`config.mk`:
```
export PLATFORM = sky130hd
export DESIGN_NAME = csp_socket_power
export DESIGN_NICKNAME = d
export VERILOG_FILES = /design/src/verilog/csp_pkg.sv /design/src/verilog/csp_clock_stop.sv /design/src/verilog/csp_socket_power.sv
export VERILOG_INCLUDE_DIRS = /design/src /design/src/verilog
export SDC_FILE = /design/constraint.sdc
export NUM_CORES = 1
export LEC_CHECK = 0
export ABC_AREA = 1
export BUFFER_PORTS_ARGS = -buffer_cell sky130_fd_sc_hd__buf_2
export CAP_MARGIN = 20
export CORE_ASPECT_RATIO = 1.4
export CORE_MARGIN = 5
export CORE_UTILIZATION = 45
export CTS_CLUSTER_SIZE = 16
export DETAILED_ROUTE_END_ITERATION = 6
export PLACE_DENSITY = 0.84
export SLEW_MARGIN = 20
export SYNTH_ARGS = -nofsm -noshare
export SYNTH_HDL_FRONTEND = slang
export SYNTH_SLANG_ARGS = --single-unit
```
`constraint.sdc`:
```
create_clock -name clk_i -period 1.2 [get_ports clk_i]
set_input_delay 0.12 -clock clk_i [delete_from_list [all_inputs] [get_ports clk_i]]
set_output_delay 0.12 -clock clk_i [all_outputs]
set_load 0.05 [all_outputs]
```
`src/verilog/csp_regs.svh`:
```
// Register offsets, field positions, reset values and counts for the
// card socket power control block.
// Assumes byte addresses on an 8-bit Wishbone address, 32-bit data.
`ifndef CSP_REGS_SVH
`define CSP_REGS_SVH

// Register byte offsets
`define CSP_SOCKET_CTRL_ADDR 8'h10
`define CSP_CARD_TYPE_ADDR 8'h14

// Socket voltage control fields
`define CSP_VPP_LSB 0
`define CSP_VCC_LSB 4
`define CSP_POLICY_BIT 7
`define CSP_ONE_BIT 10
`define CSP_CTRL_RESET 32'h00000000

// Card type control fields
`define CSP_WAKE_EN_BIT 0
`define CSP_REFUSED_BIT 1
`define CSP_PWR_EN_BIT 2
`define CSP_TYPE_LSB 10
`define CSP_RETEST_BIT 14

// Idle clocks before the card clock may be stopped
`define CSP_IDLE_CLOCKS 8

`endif

```
`src/verilog/csp_pkg.sv`:
```
// Types and voltage code decoding for the card socket power control block.
// Assumes nothing beyond a SystemVerilog compiler.
package csp_pkg;

  // Wishbone request from the master
  typedef struct packed {
    logic cyc;
    logic stb;
    logic we;
    logic [7:0] adr;
    logic [3:0] sel;
    logic [31:0] dat;
  } csp_wb_req_type;

  // Clock stop gate states
  typedef enum logic {CSP_CLK_RUN, CSP_CLK_STOP_OK} csp_stop_state_type;

  // State of the clock stop gate
  typedef struct packed {
    csp_stop_state_type state;
    logic [4:0] idle_cnt;
  } csp_stop_type;

  // State of the socket power control register bank
  typedef struct packed {
    logic ack;
    logic [31:0] rdata;
    logic [2:0] vcc_req;
    logic [2:0] vpp_req;
    logic stop_policy;
    logic wake_en;
    logic [3:0] card_type;
    logic pwr_ctrl_en;
    logic refused;
    logic [2:0] vcc_out;
    logic [2:0] vpp_out;
  } csp_ctrl_type;

  // True for a code that names a voltage or power off
  function automatic logic csp_code_legal(input logic [2:0] code,
                                          input logic is_vpp);
    csp_code_legal = (code == 3'h0) || (is_vpp && code == 3'h1) ||
                     (code >= 3'h2 && code <= 3'h5);
  endfunction

  // True when the card accepts the coded voltage; card type is
  // {y.y, x.x, 3.3, 5}; 12 V programming voltage is always accepted
  function automatic logic csp_code_ok(input logic [2:0] code,
                                       input logic is_vpp,
                                       input logic [3:0] ctype);
    case (code)
      3'h0: csp_code_ok = 1'b1;
      3'h1: csp_code_ok = is_vpp;
      3'h2: csp_code_ok = ctype[0];
      3'h3: csp_code_ok = ctype[1];
      3'h4: csp_code_ok = ctype[2];
      3'h5: csp_code_ok = ctype[3];
      default: csp_code_ok = 1'b0;
    endcase
  endfunction

endpackage

```
`src/verilog/csp_clock_stop.sv`:
```
// Clock stop gate: decides when the card clock may be stopped or slowed.
// Assumes idle and clock-run inputs synchronous to clk_i.
`include "csp_regs.svh"
module csp_clock_stop
  import csp_pkg::*;
#(
  parameter int IDLE_CLOCKS = `CSP_IDLE_CLOCKS
)
(
  // Clock and reset
  input wire logic clk_i,
  input wire logic rst_i,
  // Policy and conditions
  input wire logic stop_policy_i,
  input wire logic socket_idle_i,
  input wire logic pci_stop_prep_i,
  // Permission to stop the card clock
  output logic stop_ok_o
);

  localparam logic [4:0] IDLE_MAX = 5'(IDLE_CLOCKS);

  // Refuse counts the counter cannot hold
  if (IDLE_CLOCKS < 1 || IDLE_CLOCKS > 31)
  begin : g_bad
    $error("csp_clock_stop: IDLE_CLOCKS out of range");
  end

  csp_stop_type s_reg;
  csp_stop_type s_next;

  // Count idle clocks and apply the stop policy
  always_comb
  begin
    s_next = s_reg;
    if (!socket_idle_i)
      s_next.idle_cnt = 5'h00;
    else if (s_reg.idle_cnt < IDLE_MAX)
      s_next.idle_cnt = s_reg.idle_cnt + 5'h01;
    if (s_next.idle_cnt >= IDLE_MAX &&
        (stop_policy_i || pci_stop_prep_i))
      s_next.state = CSP_CLK_STOP_OK;
    else
      s_next.state = CSP_CLK_RUN;
  end

  // State register
  always_ff @(posedge clk_i)
  begin
    if (rst_i)
      s_reg <= '{state: CSP_CLK_RUN, idle_cnt: 5'h00};
    else
      s_reg <= s_next;
  end

  assign stop_ok_o = (s_reg.state == CSP_CLK_STOP_OK);

  // With the policy clear, clock held unless the PCI clock is being stopped too
  property p_needs_pci;
    @(posedge clk_i) disable iff (rst_i)
    !stop_policy_i && !pci_stop_prep_i |=> !stop_ok_o;
  endproperty
  a_needs_pci: assert property (p_needs_pci)
    else $error("card clock stop allowed without PCI stop");

  // Idleness alone is enough under the set policy
  property p_idle_alone;
    @(posedge clk_i) disable iff (rst_i)
    (socket_idle_i && stop_policy_i)[*8] |=> stop_ok_o;
  endproperty
  a_idle_alone: assert property (p_idle_alone)
    else $error("card clock stop not allowed after idle period");

  // Activity withdraws permission at once
  property p_busy;
    @(posedge clk_i) disable iff (rst_i)
    !socket_idle_i |=> !stop_ok_o;
  endproperty
  a_busy: assert property (p_busy)
    else $error("card clock stop allowed while socket busy");

  // Permission seen
  c_stop: cover property (@(posedge clk_i) disable iff (rst_i)
    $rose(stop_ok_o));

endmodule

```
`src/verilog/csp_socket_power.sv`:
```
// Socket voltage control register bank with a classic Wishbone slave.
// Assumes a power switch that follows the applied voltage codes and a
// card type sense that is stable when a retest is written.
//
// Overview of operation
// - Control bits 31-11 and 9-8 read zero; writes to them are lost.
// - Control bit 10 always reads one.
// - Control bit 3 between the voltage fields reads zero.
// - Policy clear: stop card clock after 8 idle clocks and PCI stop.
// - Policy set: stop card clock on socket idleness alone.
// - Supply code: 000 off, 010 5V, 011 3.3V, 100 X, 101 Y.
// - Program code: 000 off, 001 12V, 010 5V, 011 3.3V, 100, 101.
// - Socket powered only at voltages the card accepts.
// - With wake enabled only global reset clears voltage requests.
// - With wake disabled bus or global reset clears voltage requests.
// - Retest reloads card type and re-enables power control.
`include "csp_regs.svh"
module csp_socket_power
  import csp_pkg::*;
#(
  parameter int IDLE_CLOCKS = `CSP_IDLE_CLOCKS
)
(
  // Clock and global reset
  input wire logic clk_i,
  input wire logic rst_i,
  // Wishbone slave
  input wire csp_wb_req_type wb_req_i,
  output logic wb_ack_o,
  output logic [31:0] wb_dat_o,
  // Socket side inputs
  input wire logic bus_reset_in_i,
  input wire logic [3:0] card_type_i,
  input wire logic socket_idle_i,
  input wire logic pci_stop_prep_i,
  // Power switch and clock control
  output logic [2:0] vcc_sel_o,
  output logic [2:0] vpp_sel_o,
  output logic card_clock_stop_ok_o
);

  // Refuse counts the clock stop gate cannot hold
  if (IDLE_CLOCKS < 1 || IDLE_CLOCKS > 31)
  begin : g_bad
    $error("csp_socket_power: IDLE_CLOCKS out of range");
  end

  csp_ctrl_type s_reg;
  csp_ctrl_type s_next;
  logic take;
  logic wr_ctrl;
  logic wr_type;

  // Control register image as software reads it
  function automatic logic [31:0] ctrl_image(input csp_ctrl_type s);
    logic [31:0] v;
    v = 32'h00000000;
    v[`CSP_ONE_BIT] = 1'b1;
    v[`CSP_POLICY_BIT] = s.stop_policy;
    v[`CSP_VCC_LSB +: 3] = s.vcc_req;
    v[`CSP_VPP_LSB +: 3] = s.vpp_req;
    return v;
  endfunction

  // Card type register image as software reads it
  function automatic logic [31:0] type_image(input csp_ctrl_type s);
    logic [31:0] v;
    v = 32'h00000000;
    v[`CSP_TYPE_LSB +: 4] = s.card_type;
    v[`CSP_PWR_EN_BIT] = s.pwr_ctrl_en;
    v[`CSP_REFUSED_BIT] = s.refused;
    v[`CSP_WAKE_EN_BIT] = s.wake_en;
    return v;
  endfunction

  // Bus request taken on the edge that raises ack
  assign take = wb_req_i.cyc && wb_req_i.stb && !s_reg.ack;
  assign wr_ctrl = take && wb_req_i.we &&
                   wb_req_i.adr == `CSP_SOCKET_CTRL_ADDR;
  assign wr_type = take && wb_req_i.we &&
                   wb_req_i.adr == `CSP_CARD_TYPE_ADDR;

  // Next state: bus access, resets, power switch control
  always_comb
  begin
    s_next = s_reg;
    s_next.ack = take;
    s_next.rdata = 32'h00000000;
    if (take && !wb_req_i.we)
    begin
      if (wb_req_i.adr == `CSP_SOCKET_CTRL_ADDR)
        s_next.rdata = ctrl_image(s_reg);
      else if (wb_req_i.adr == `CSP_CARD_TYPE_ADDR)
        s_next.rdata = type_image(s_reg);
    end
    // Only the low byte of the control register holds bits
    if (wr_ctrl && wb_req_i.sel[0])
    begin
      s_next.stop_policy = wb_req_i.dat[`CSP_POLICY_BIT];
      s_next.vcc_req = wb_req_i.dat[`CSP_VCC_LSB +: 3];
      s_next.vpp_req = wb_req_i.dat[`CSP_VPP_LSB +: 3];
    end
    if (wr_type && wb_req_i.sel[0])
    begin
      s_next.wake_en = wb_req_i.dat[`CSP_WAKE_EN_BIT];
      if (wb_req_i.dat[`CSP_REFUSED_BIT])
        s_next.refused = 1'b0;
    end
    if (wr_type && wb_req_i.sel[1])
    begin
      if (wb_req_i.dat[`CSP_RETEST_BIT])
      begin
        s_next.card_type = card_type_i;
        s_next.pwr_ctrl_en = 1'b1;
      end
      else
      begin
        s_next.card_type = wb_req_i.dat[`CSP_TYPE_LSB +: 4];
        if (|wb_req_i.dat[`CSP_TYPE_LSB +: 4])
          s_next.pwr_ctrl_en = 1'b0;
      end
    end
    // Bus reset clears requests only while wake signalling is off
    if (bus_reset_in_i && !s_reg.wake_en)
    begin
      s_next.vcc_req = 3'h0;
      s_next.vpp_req = 3'h0;
    end
    // Supply switch follows only legal, accepted requests
    if (s_reg.pwr_ctrl_en && csp_code_legal(s_reg.vcc_req, 1'b0))
    begin
      if (csp_code_ok(s_reg.vcc_req, 1'b0, s_reg.card_type))
        s_next.vcc_out = s_reg.vcc_req;
      else
        s_next.refused = 1'b1;
    end
    // Programming switch follows only legal, accepted requests
    if (s_reg.pwr_ctrl_en && csp_code_legal(s_reg.vpp_req, 1'b1))
    begin
      if (csp_code_ok(s_reg.vpp_req, 1'b1, s_reg.card_type))
        s_next.vpp_out = s_reg.vpp_req;
      else
        s_next.refused = 1'b1;
    end
  end

  // State register; rst_i is the global reset
  always_ff @(posedge clk_i)
  begin
    if (rst_i)
    begin
      s_reg <= '0;
      s_reg.pwr_ctrl_en <= 1'b1;
    end
    else
      s_reg <= s_next;
  end

  // Clock stop gate
  csp_clock_stop #(
    .IDLE_CLOCKS(IDLE_CLOCKS)
  ) u_clock_stop (
    .clk_i(clk_i),
    .rst_i(rst_i),
    .stop_policy_i(s_reg.stop_policy),
    .socket_idle_i(socket_idle_i),
    .pci_stop_prep_i(pci_stop_prep_i),
    .stop_ok_o(card_clock_stop_ok_o)
  );

  assign wb_ack_o = s_reg.ack;
  assign wb_dat_o = s_reg.rdata;
  assign vcc_sel_o = s_reg.vcc_out;
  assign vpp_sel_o = s_reg.vpp_out;

  // Read of the control register shows fixed reserved bits
  property p_rsvd_zero;
    @(posedge clk_i) disable iff (rst_i)
    $past(wr_ctrl == 1'b0 && take && !wb_req_i.we &&
          wb_req_i.adr == `CSP_SOCKET_CTRL_ADDR)
    |-> wb_ack_o && wb_dat_o[31:11] == 21'h000000 &&
        wb_dat_o[9:8] == 2'h0;
  endproperty
  a_rsvd_zero: assert property (p_rsvd_zero)
    else $error("reserved control bits not zero");

  property p_one_bit;
    @(posedge clk_i) disable iff (rst_i)
    $past(take && !wb_req_i.we && wb_req_i.adr == `CSP_SOCKET_CTRL_ADDR)
    |-> wb_dat_o[10];
  endproperty
  a_one_bit: assert property (p_one_bit)
    else $error("control bit 10 not one");

  property p_gap_bit;
    @(posedge clk_i) disable iff (rst_i)
    $past(take && !wb_req_i.we && wb_req_i.adr == `CSP_SOCKET_CTRL_ADDR)
    |-> !wb_dat_o[3] &&
        wb_dat_o[6:4] == $past(s_reg.vcc_req);
  endproperty
  a_gap_bit: assert property (p_gap_bit)
    else $error("control bit 3 not zero or supply field wrong");

  // Global reset leaves power off requested and policy clear
  property p_reset;
    @(posedge clk_i)
    rst_i |=> s_reg.vcc_req == 3'h0 && s_reg.vpp_req == 3'h0 &&
              !s_reg.stop_policy && vcc_sel_o == 3'h0;
  endproperty
  a_reset: assert property (p_reset)
    else $error("reset values wrong");

  // Wake enabled: bus reset does not touch requests
  property p_wake_hold;
    @(posedge clk_i) disable iff (rst_i)
    bus_reset_in_i && s_reg.wake_en && !wr_ctrl
    |=> s_reg.vcc_req == $past(s_reg.vcc_req) &&
        s_reg.vpp_req == $past(s_reg.vpp_req);
  endproperty
  a_wake_hold: assert property (p_wake_hold)
    else $error("bus reset cleared wake context bits");

  property p_bus_clear;
    @(posedge clk_i) disable iff (rst_i)
    bus_reset_in_i && !s_reg.wake_en
    |=> s_reg.vcc_req == 3'h0 && s_reg.vpp_req == 3'h0;
  endproperty
  a_bus_clear: assert property (p_bus_clear)
    else $error("bus reset failed to clear voltage requests");

  // Switch never moves to a voltage the card refuses
  property p_accept;
    @(posedge clk_i) disable iff (rst_i)
    !csp_code_ok(s_reg.vcc_req, 1'b0, s_reg.card_type)
    |=> vcc_sel_o == $past(vcc_sel_o);
  endproperty
  a_accept: assert property (p_accept)
    else $error("socket powered at unaccepted voltage");

  // Programming switch never moves to a voltage the card refuses
  property p_accept_vpp;
    @(posedge clk_i) disable iff (rst_i)
    !csp_code_ok(s_reg.vpp_req, 1'b1, s_reg.card_type)
    |=> vpp_sel_o == $past(vpp_sel_o);
  endproperty
  a_accept_vpp: assert property (p_accept_vpp)
    else $error("programming rail set to unaccepted voltage");

  // Unaccepted legal request raises the flag, even against a clear
  property p_refuse_flag;
    @(posedge clk_i) disable iff (rst_i)
    s_reg.pwr_ctrl_en && csp_code_legal(s_reg.vcc_req, 1'b0) &&
    !csp_code_ok(s_reg.vcc_req, 1'b0, s_reg.card_type)
    |=> s_reg.refused;
  endproperty
  a_refuse_flag: assert property (p_refuse_flag)
    else $error("refused flag not raised for unaccepted request");

  // Reserved programming codes never reach the programming switch
  property p_reserved;
    @(posedge clk_i) disable iff (rst_i)
    !csp_code_legal(s_reg.vpp_req, 1'b1)
    |=> vpp_sel_o == $past(vpp_sel_o);
  endproperty
  a_reserved: assert property (p_reserved)
    else $error("reserved programming code changed the switch");

  // Accepted supply request is applied one clock later
  property p_apply;
    @(posedge clk_i) disable iff (rst_i)
    s_reg.pwr_ctrl_en && csp_code_legal(s_reg.vcc_req, 1'b0) &&
    csp_code_ok(s_reg.vcc_req, 1'b0, s_reg.card_type)
    |=> vcc_sel_o == $past(s_reg.vcc_req);
  endproperty
  a_apply: assert property (p_apply)
    else $error("accepted supply request not applied");

  property p_apply_vpp;
    @(posedge clk_i) disable iff (rst_i)
    s_reg.pwr_ctrl_en && $past(s_reg.vpp_req) == 3'h1 &&
    s_reg.vpp_req == 3'h1
    |=> vpp_sel_o == 3'h1;
  endproperty
  a_apply_vpp: assert property (p_apply_vpp)
    else $error("12 V programming request not applied");

  // Retest reloads the card type and enables power control
  property p_retest;
    @(posedge clk_i) disable iff (rst_i)
    wr_type && wb_req_i.sel[1] && wb_req_i.dat[`CSP_RETEST_BIT]
    |=> s_reg.pwr_ctrl_en && s_reg.card_type == $past(card_type_i);
  endproperty
  a_retest: assert property (p_retest)
    else $error("retest did not reload card type");

  // A forced nonzero card type disables power control until a retest
  property p_forced_off;
    @(posedge clk_i) disable iff (rst_i)
    wr_type && wb_req_i.sel[1] && !wb_req_i.dat[`CSP_RETEST_BIT] &&
    (|wb_req_i.dat[`CSP_TYPE_LSB +: 4])
    |=> !s_reg.pwr_ctrl_en;
  endproperty
  a_forced_off: assert property (p_forced_off)
    else $error("forced card type left power control on");

  // Main scenarios
  c_refused: cover property (@(posedge clk_i) disable iff (rst_i)
    $rose(s_reg.refused));
  c_wake_hold: cover property (@(posedge clk_i) disable iff (rst_i)
    bus_reset_in_i && s_reg.wake_en && s_reg.vcc_req != 3'h0);
  c_powered: cover property (@(posedge clk_i) disable iff (rst_i)
    $changed(vcc_sel_o) && vcc_sel_o != 3'h0);

endmodule

```
Word-level counts from Yosys, hierarchy flattened
Cells that the tools add are included.
Cells by class
  add/subtract/negate cells: 1
  magnitude comparators: 6
  equal/unequal tests: 11
  multiplexer cells: 18
  bitwise logic cells: 2
  reductions and logical operators: 34
Operators by type and width (number)
  $mux W11: 2
  $eq A8 B5 Y1 const B: 2
  $logic_and A1 B1 Y1: 15
  $mux W5: 3
  $eq A3 B2 Y1 const B: 4
  $eq A3 B3 Y1 const B: 4
  $pmux W1 S5: 2
  $mux W1: 9
  $reduce_or A4 Y1: 2
  $ge A3 B2 Y1 const B: 2
  $le A3 B3 Y1 const B: 2
  $logic_not A3 Y1: 2
  $reduce_and A2 Y1: 3
  $reduce_or A2 Y1: 3
  $add A5 B1 Y5 const B: 1
  $ge A5 B4 Y1 const B: 1
  $lt A5 B4 Y1 const B: 1
  $logic_or A1 B1 Y1: 4
  $mux W4: 1
  $eq A3 B1 Y1 const B: 1
  $logic_not A1 Y1: 3
  $mux W3: 1
  $reduce_or A3 Y1: 1
  $not A1 Y1: 2
  $reduce_bool A2 Y1: 1
Word-level totals
  register bits: 59
  bits of input ports: 56
  logic and storage cells: 87

Depth between registers and ports, before layout
  depth after elaboration: 10
  mapped depth: 8

By module
From an unflattened synthesis, not the netlist that was laid out.
Second synthesis, totals
  cell total of the unflattened synthesis: 257
  area total of the unflattened synthesis: 1888.1 µm²
Modules (own cells, without submodules)
  csp_socket_power: instances 1, cells each 226, area an instance 1641.6 µm², sequential area each 640.6 µm²
  csp_clock_stop: instances 1, cells each 31, area an instance 246.5 µm², sequential area each 120.1 µm²

Least setup slack after synthesis
OpenSTA, ideal clock, no wires.
  path type: register to register
  start: register s_reg, in the netlist wb_ack_o
  end: register s_reg[17] in the netlist's numbering
  setup time: 70 ps
  arrival time: 1288 ps
  required time: 1130 ps
  setup slack: -158 ps
  cell stages (with the launch flop): 8
  path buffers: 1
  clock period less this slack: 1358 ps
  cells stage by stage: dfxtp_1 > inv_1 > nand4_2 > nor2_4 > nand2_2 > buf_6 > o21ai_1 > a21oi_1
Between the ends
  longest elaborated chain between the ends: 5
Ends and longest elaborated chain
  from (decl): RTL line csp_socket_power.sv:48  | csp_ctrl_type s_reg;
  from (signal assigned): RTL line csp_socket_power.sv:156  | s_reg <= s_next;
  $logic_not A1 Y1: RTL line csp_socket_power.sv:77  | assign take = wb_req_i.cyc && wb_req_i.stb && !s_reg.ack;
  $logic_and A1 B1 Y1: RTL line csp_socket_power.sv:77
  $logic_and A1 B1 Y1: RTL line csp_socket_power.sv:78  | assign wr_ctrl = take && wb_req_i.we &&
  $logic_and A1 B1 Y1 (no line)
  $logic_and A1 B1 Y1: RTL line csp_socket_power.sv:97  | if (wr_ctrl && wb_req_i.sel[0])
No other way between the ends.
A chain may end at the register's enable or synchronous reset.

Worst setup path after layout
  start: register s_reg, in the netlist wb_ack_o
  end: register s_reg, in the netlist wb_dat_o[6]
Between the ends
  longest elaborated chain between the ends: 5
Ends and longest elaborated chain
  $logic_not A1 Y1: RTL line csp_socket_power.sv:77
  $logic_and A1 B1 Y1: RTL line csp_socket_power.sv:77
  $logic_and A1 B1 Y1: RTL line csp_socket_power.sv:89  | if (take && !wb_req_i.we)
  $not A1 Y1 (no line)
  $reduce_or A2 Y1 (no line)
No other way between the ends.

==> impl_metrics.csv <==
group,metric,value,unit
logic_synthesis,synthTopCellsByCount,"buf_4, dfxtp_1, nor2_1",
floorplan,die-area,0.00547,mm²
global_routing,grt-ovfl-total,0,
sta,period_minus_slack,1.17,ns
route,vias,1562,
floorplan,die-width,64.0,µm
clock_tree,cts_made_buffers,5,
cells_and_area,antenna_cells,0,
logic_synthesis,yosysTopAreaCellShare,41.5,%
logic_synthesis,synth_area_leader_cell,"dfxtp_1",
logic_synthesis,synth_seq_cells,38,
sta,max_freq,0.858,GHz
sta,fin_crit_sh,97.1,%
placement,hpwlAfterDp,3000,µm
sta,skew,0.00628,ns
placement,gp_congestion,0.738,
run_status,outcome,"complete, no violations",
worst_setup_path,reg2reg_to,"wb_dat_o[6]",
clock_tree,cts_tree,"built",
sta,finalSetupViolCount,0,
worst_setup_path,rrSetupSlack,0.03,ns
clock_tree,cts_htree_levels,2,
route,first_pass_iters,4,
clock_tree,root_buffer,"clkbuf_8",
logic_synthesis,synth-edff-count,0,
floorplan,io_pins,96,
clock_tree,cts_buffer_depth,2,
floorplan,num_rows,27,
power_and_ir_drop,leakagePower,1.08,nW
logic_synthesis,synth_seq_area_share,41.5,%
worst_setup_path,critPathKind,"reg2reg",
sta,grt_setup_unrepaired,"yes",
cells_and_area,largest_reg_flops,14,
logic_synthesis,netlist_top_cells_area,"dfxtp_1, buf_4, nor2_1",
route,drt_iter0_markers,50,
cells_and_area,layout-drive-gt1-share,36.4,%
clock_tree,clk_latency,0.29,ns
run,max_cap_viol_count,0,
clock_tree,clkTransAtPathRegs,0.07,ns
floorplan,coreArea,0.00395,mm²
logic_synthesis,synthDistinctLibCells,30,
worst_hold_path,hp-class,"in2reg",
worst_setup_path,critical_path.max_fanout,5,
cells_and_area,utilization,55.6,%
logic_synthesis,syn_area,0.00183,mm²
global_routing,grt_max_degree,15,
cells_and_area,area_delta_synth_final,19.7,%
global_routing,grt_pass1_wl,6120,µm
route,wire_per_inst,11.6,µm
worst_setup_path,endpoint,"wb_dat_o[6]",
worst_setup_path,critPathArrivalTime,1.39,ns
worst_setup_path,r2r-start,"wb_ack_o",
floorplan,start_util,46.4,%
global_routing,grt_pass1_vias,1528,
sta,final_max_slew_viol_count,0,
worst_setup_path,reg2reg_depth,6,
worst_setup_path,required,1.42,ns
route,drt_wl_total,3860,µm
sta,hold_viol,0,
floorplan,dieHeight,85.5,µm
logic_synthesis,netlist_instances,243,
logic_synthesis,syn_area_per_cell,7.55,µm²
route,viasPerCell,4.68,
placement,portBuffers,52,
global_routing,antenna_found_initial,0,
worst_setup_path,setup.worst_path.start,"wb_ack_o",
clock_tree,cts.sinks,38,
sta,finalWorstSetupSlack,0.0344,ns
logic_synthesis,ys_warn_count,0,
route,drc_errors,0,
worst_setup_path,worstSetupEndpointType,"flop",
power_and_ir_drop,powerDensity,1120,mW/mm²
worst_setup_path,worstSetupStartpointType,"flop",
power_and_ir_drop,irDropWorstVdd,0.909,mV
global_routing,grt_use_total,13.7,%
cells_and_area,fin_nets,347,
route,ant_nets,0,
logic_synthesis,async_reset_ff_share,0,%
placement,dp_slack,0.0101,ns
logic_synthesis,synthFlopType,"dfxtp_1",
placed cells by master (no fill, tap or decap), types with 8 or more instances in the layout:
master,count
buf_2,52
dfxtp_1,32
nand2_1,30
nor2_1,28
inv_1,22
conb_1,21
a21oi_1,14
nand3_1,10
o21ai_0,8
o21ai_1,8
final cells by class:
type	instances	area (µm²)
fillers	369	1760
well taps	43	53.8
multi-input cells	158	845
clock inverters	1	5.00
inverters	26	100
clock buffers	7	86.3
repair buffers	61	335
flip-flops and latches	38	771
routing by layer:
metal  global-route usage, %  vias up  wire, µm
li1                        -      806         -
met1                    13.9      688      1380
met4                    5.10        0        64
met5                       0        -         0
met2                    25.8       61      2120
met3                    3.80        7       301
power by group:
group / switching, mW / internal [mW]
Combinational: 0.232 / 0.0810
Clock: 0.410 / 0.463
Sequential: 0.00433 / 1.26
Total: 0.646 / 1.81
per-stage QoR:
stage	cells	setup TNS, ns	instance area, µm²	hold WS [ns]	power, mW
final	334	0	2200	0.0441	2.45
after global routing	334	-0.180	2200	0.0537	2.55
after CTS	333	0	2080	0.0378	2.47
after detailed placement	325	0	1990	0.339	1.59
after global placement	325	0	1990	0.339	1.59
after floorplan	263	-0.0144	1920	0.240	1.56
how the worst min path moves through the flow:
| stage | cells past startpoint | endpoint | slack [ns] | from |
|---|---|---|---|---|
| after floorplan | 2 | u_clock_stop.stop_ok_o | 0.24 | pci_stop_prep_i |
| after global placement | 3 | u_clock_stop.stop_ok_o | 0.34 | pci_stop_prep_i |
| after detailed placement | 2 | s_reg[13] | 0.34 | wb_req_i[7] |
| after CTS | 2 | s_reg[13] | 0.04 | wb_req_i[7] |
| after global routing | 2 | s_reg[13] | 0.05 | wb_req_i[7] |
| final | 2 | s_reg[13] | 0.04 | wb_req_i[7] |
logic make-up after synthesis:
family,count (synthesis),synth area share [%]
and+or+nand+nor,95,23.3
adders and majority gates,1,0.682
DFF,38,41.5
AOI/OAI and AO/OA,39,11.4
other,1,0.204
xor gates and xnor gates,2,0.955
buffers and inverters,67,22.0
worst max-delay path, stage by stage (launching register included):
cell     delay [ns]
dfxtp_4        0.35
inv_4          0.07
nand3_4        0.07
nor3_4         0.22
nand2_2        0.15
buf_6          0.17
nor2_2         0.08
what timing repair did:
item / 4_1_cts / 5_1_grt
setup endpoints to repair: 0 / 30
setup buffers: 0 / 1
hold buffers: 0 / 0
gates resized for setup: 0 / 39
No activity file was read; power rests on OpenSTA's default activity.
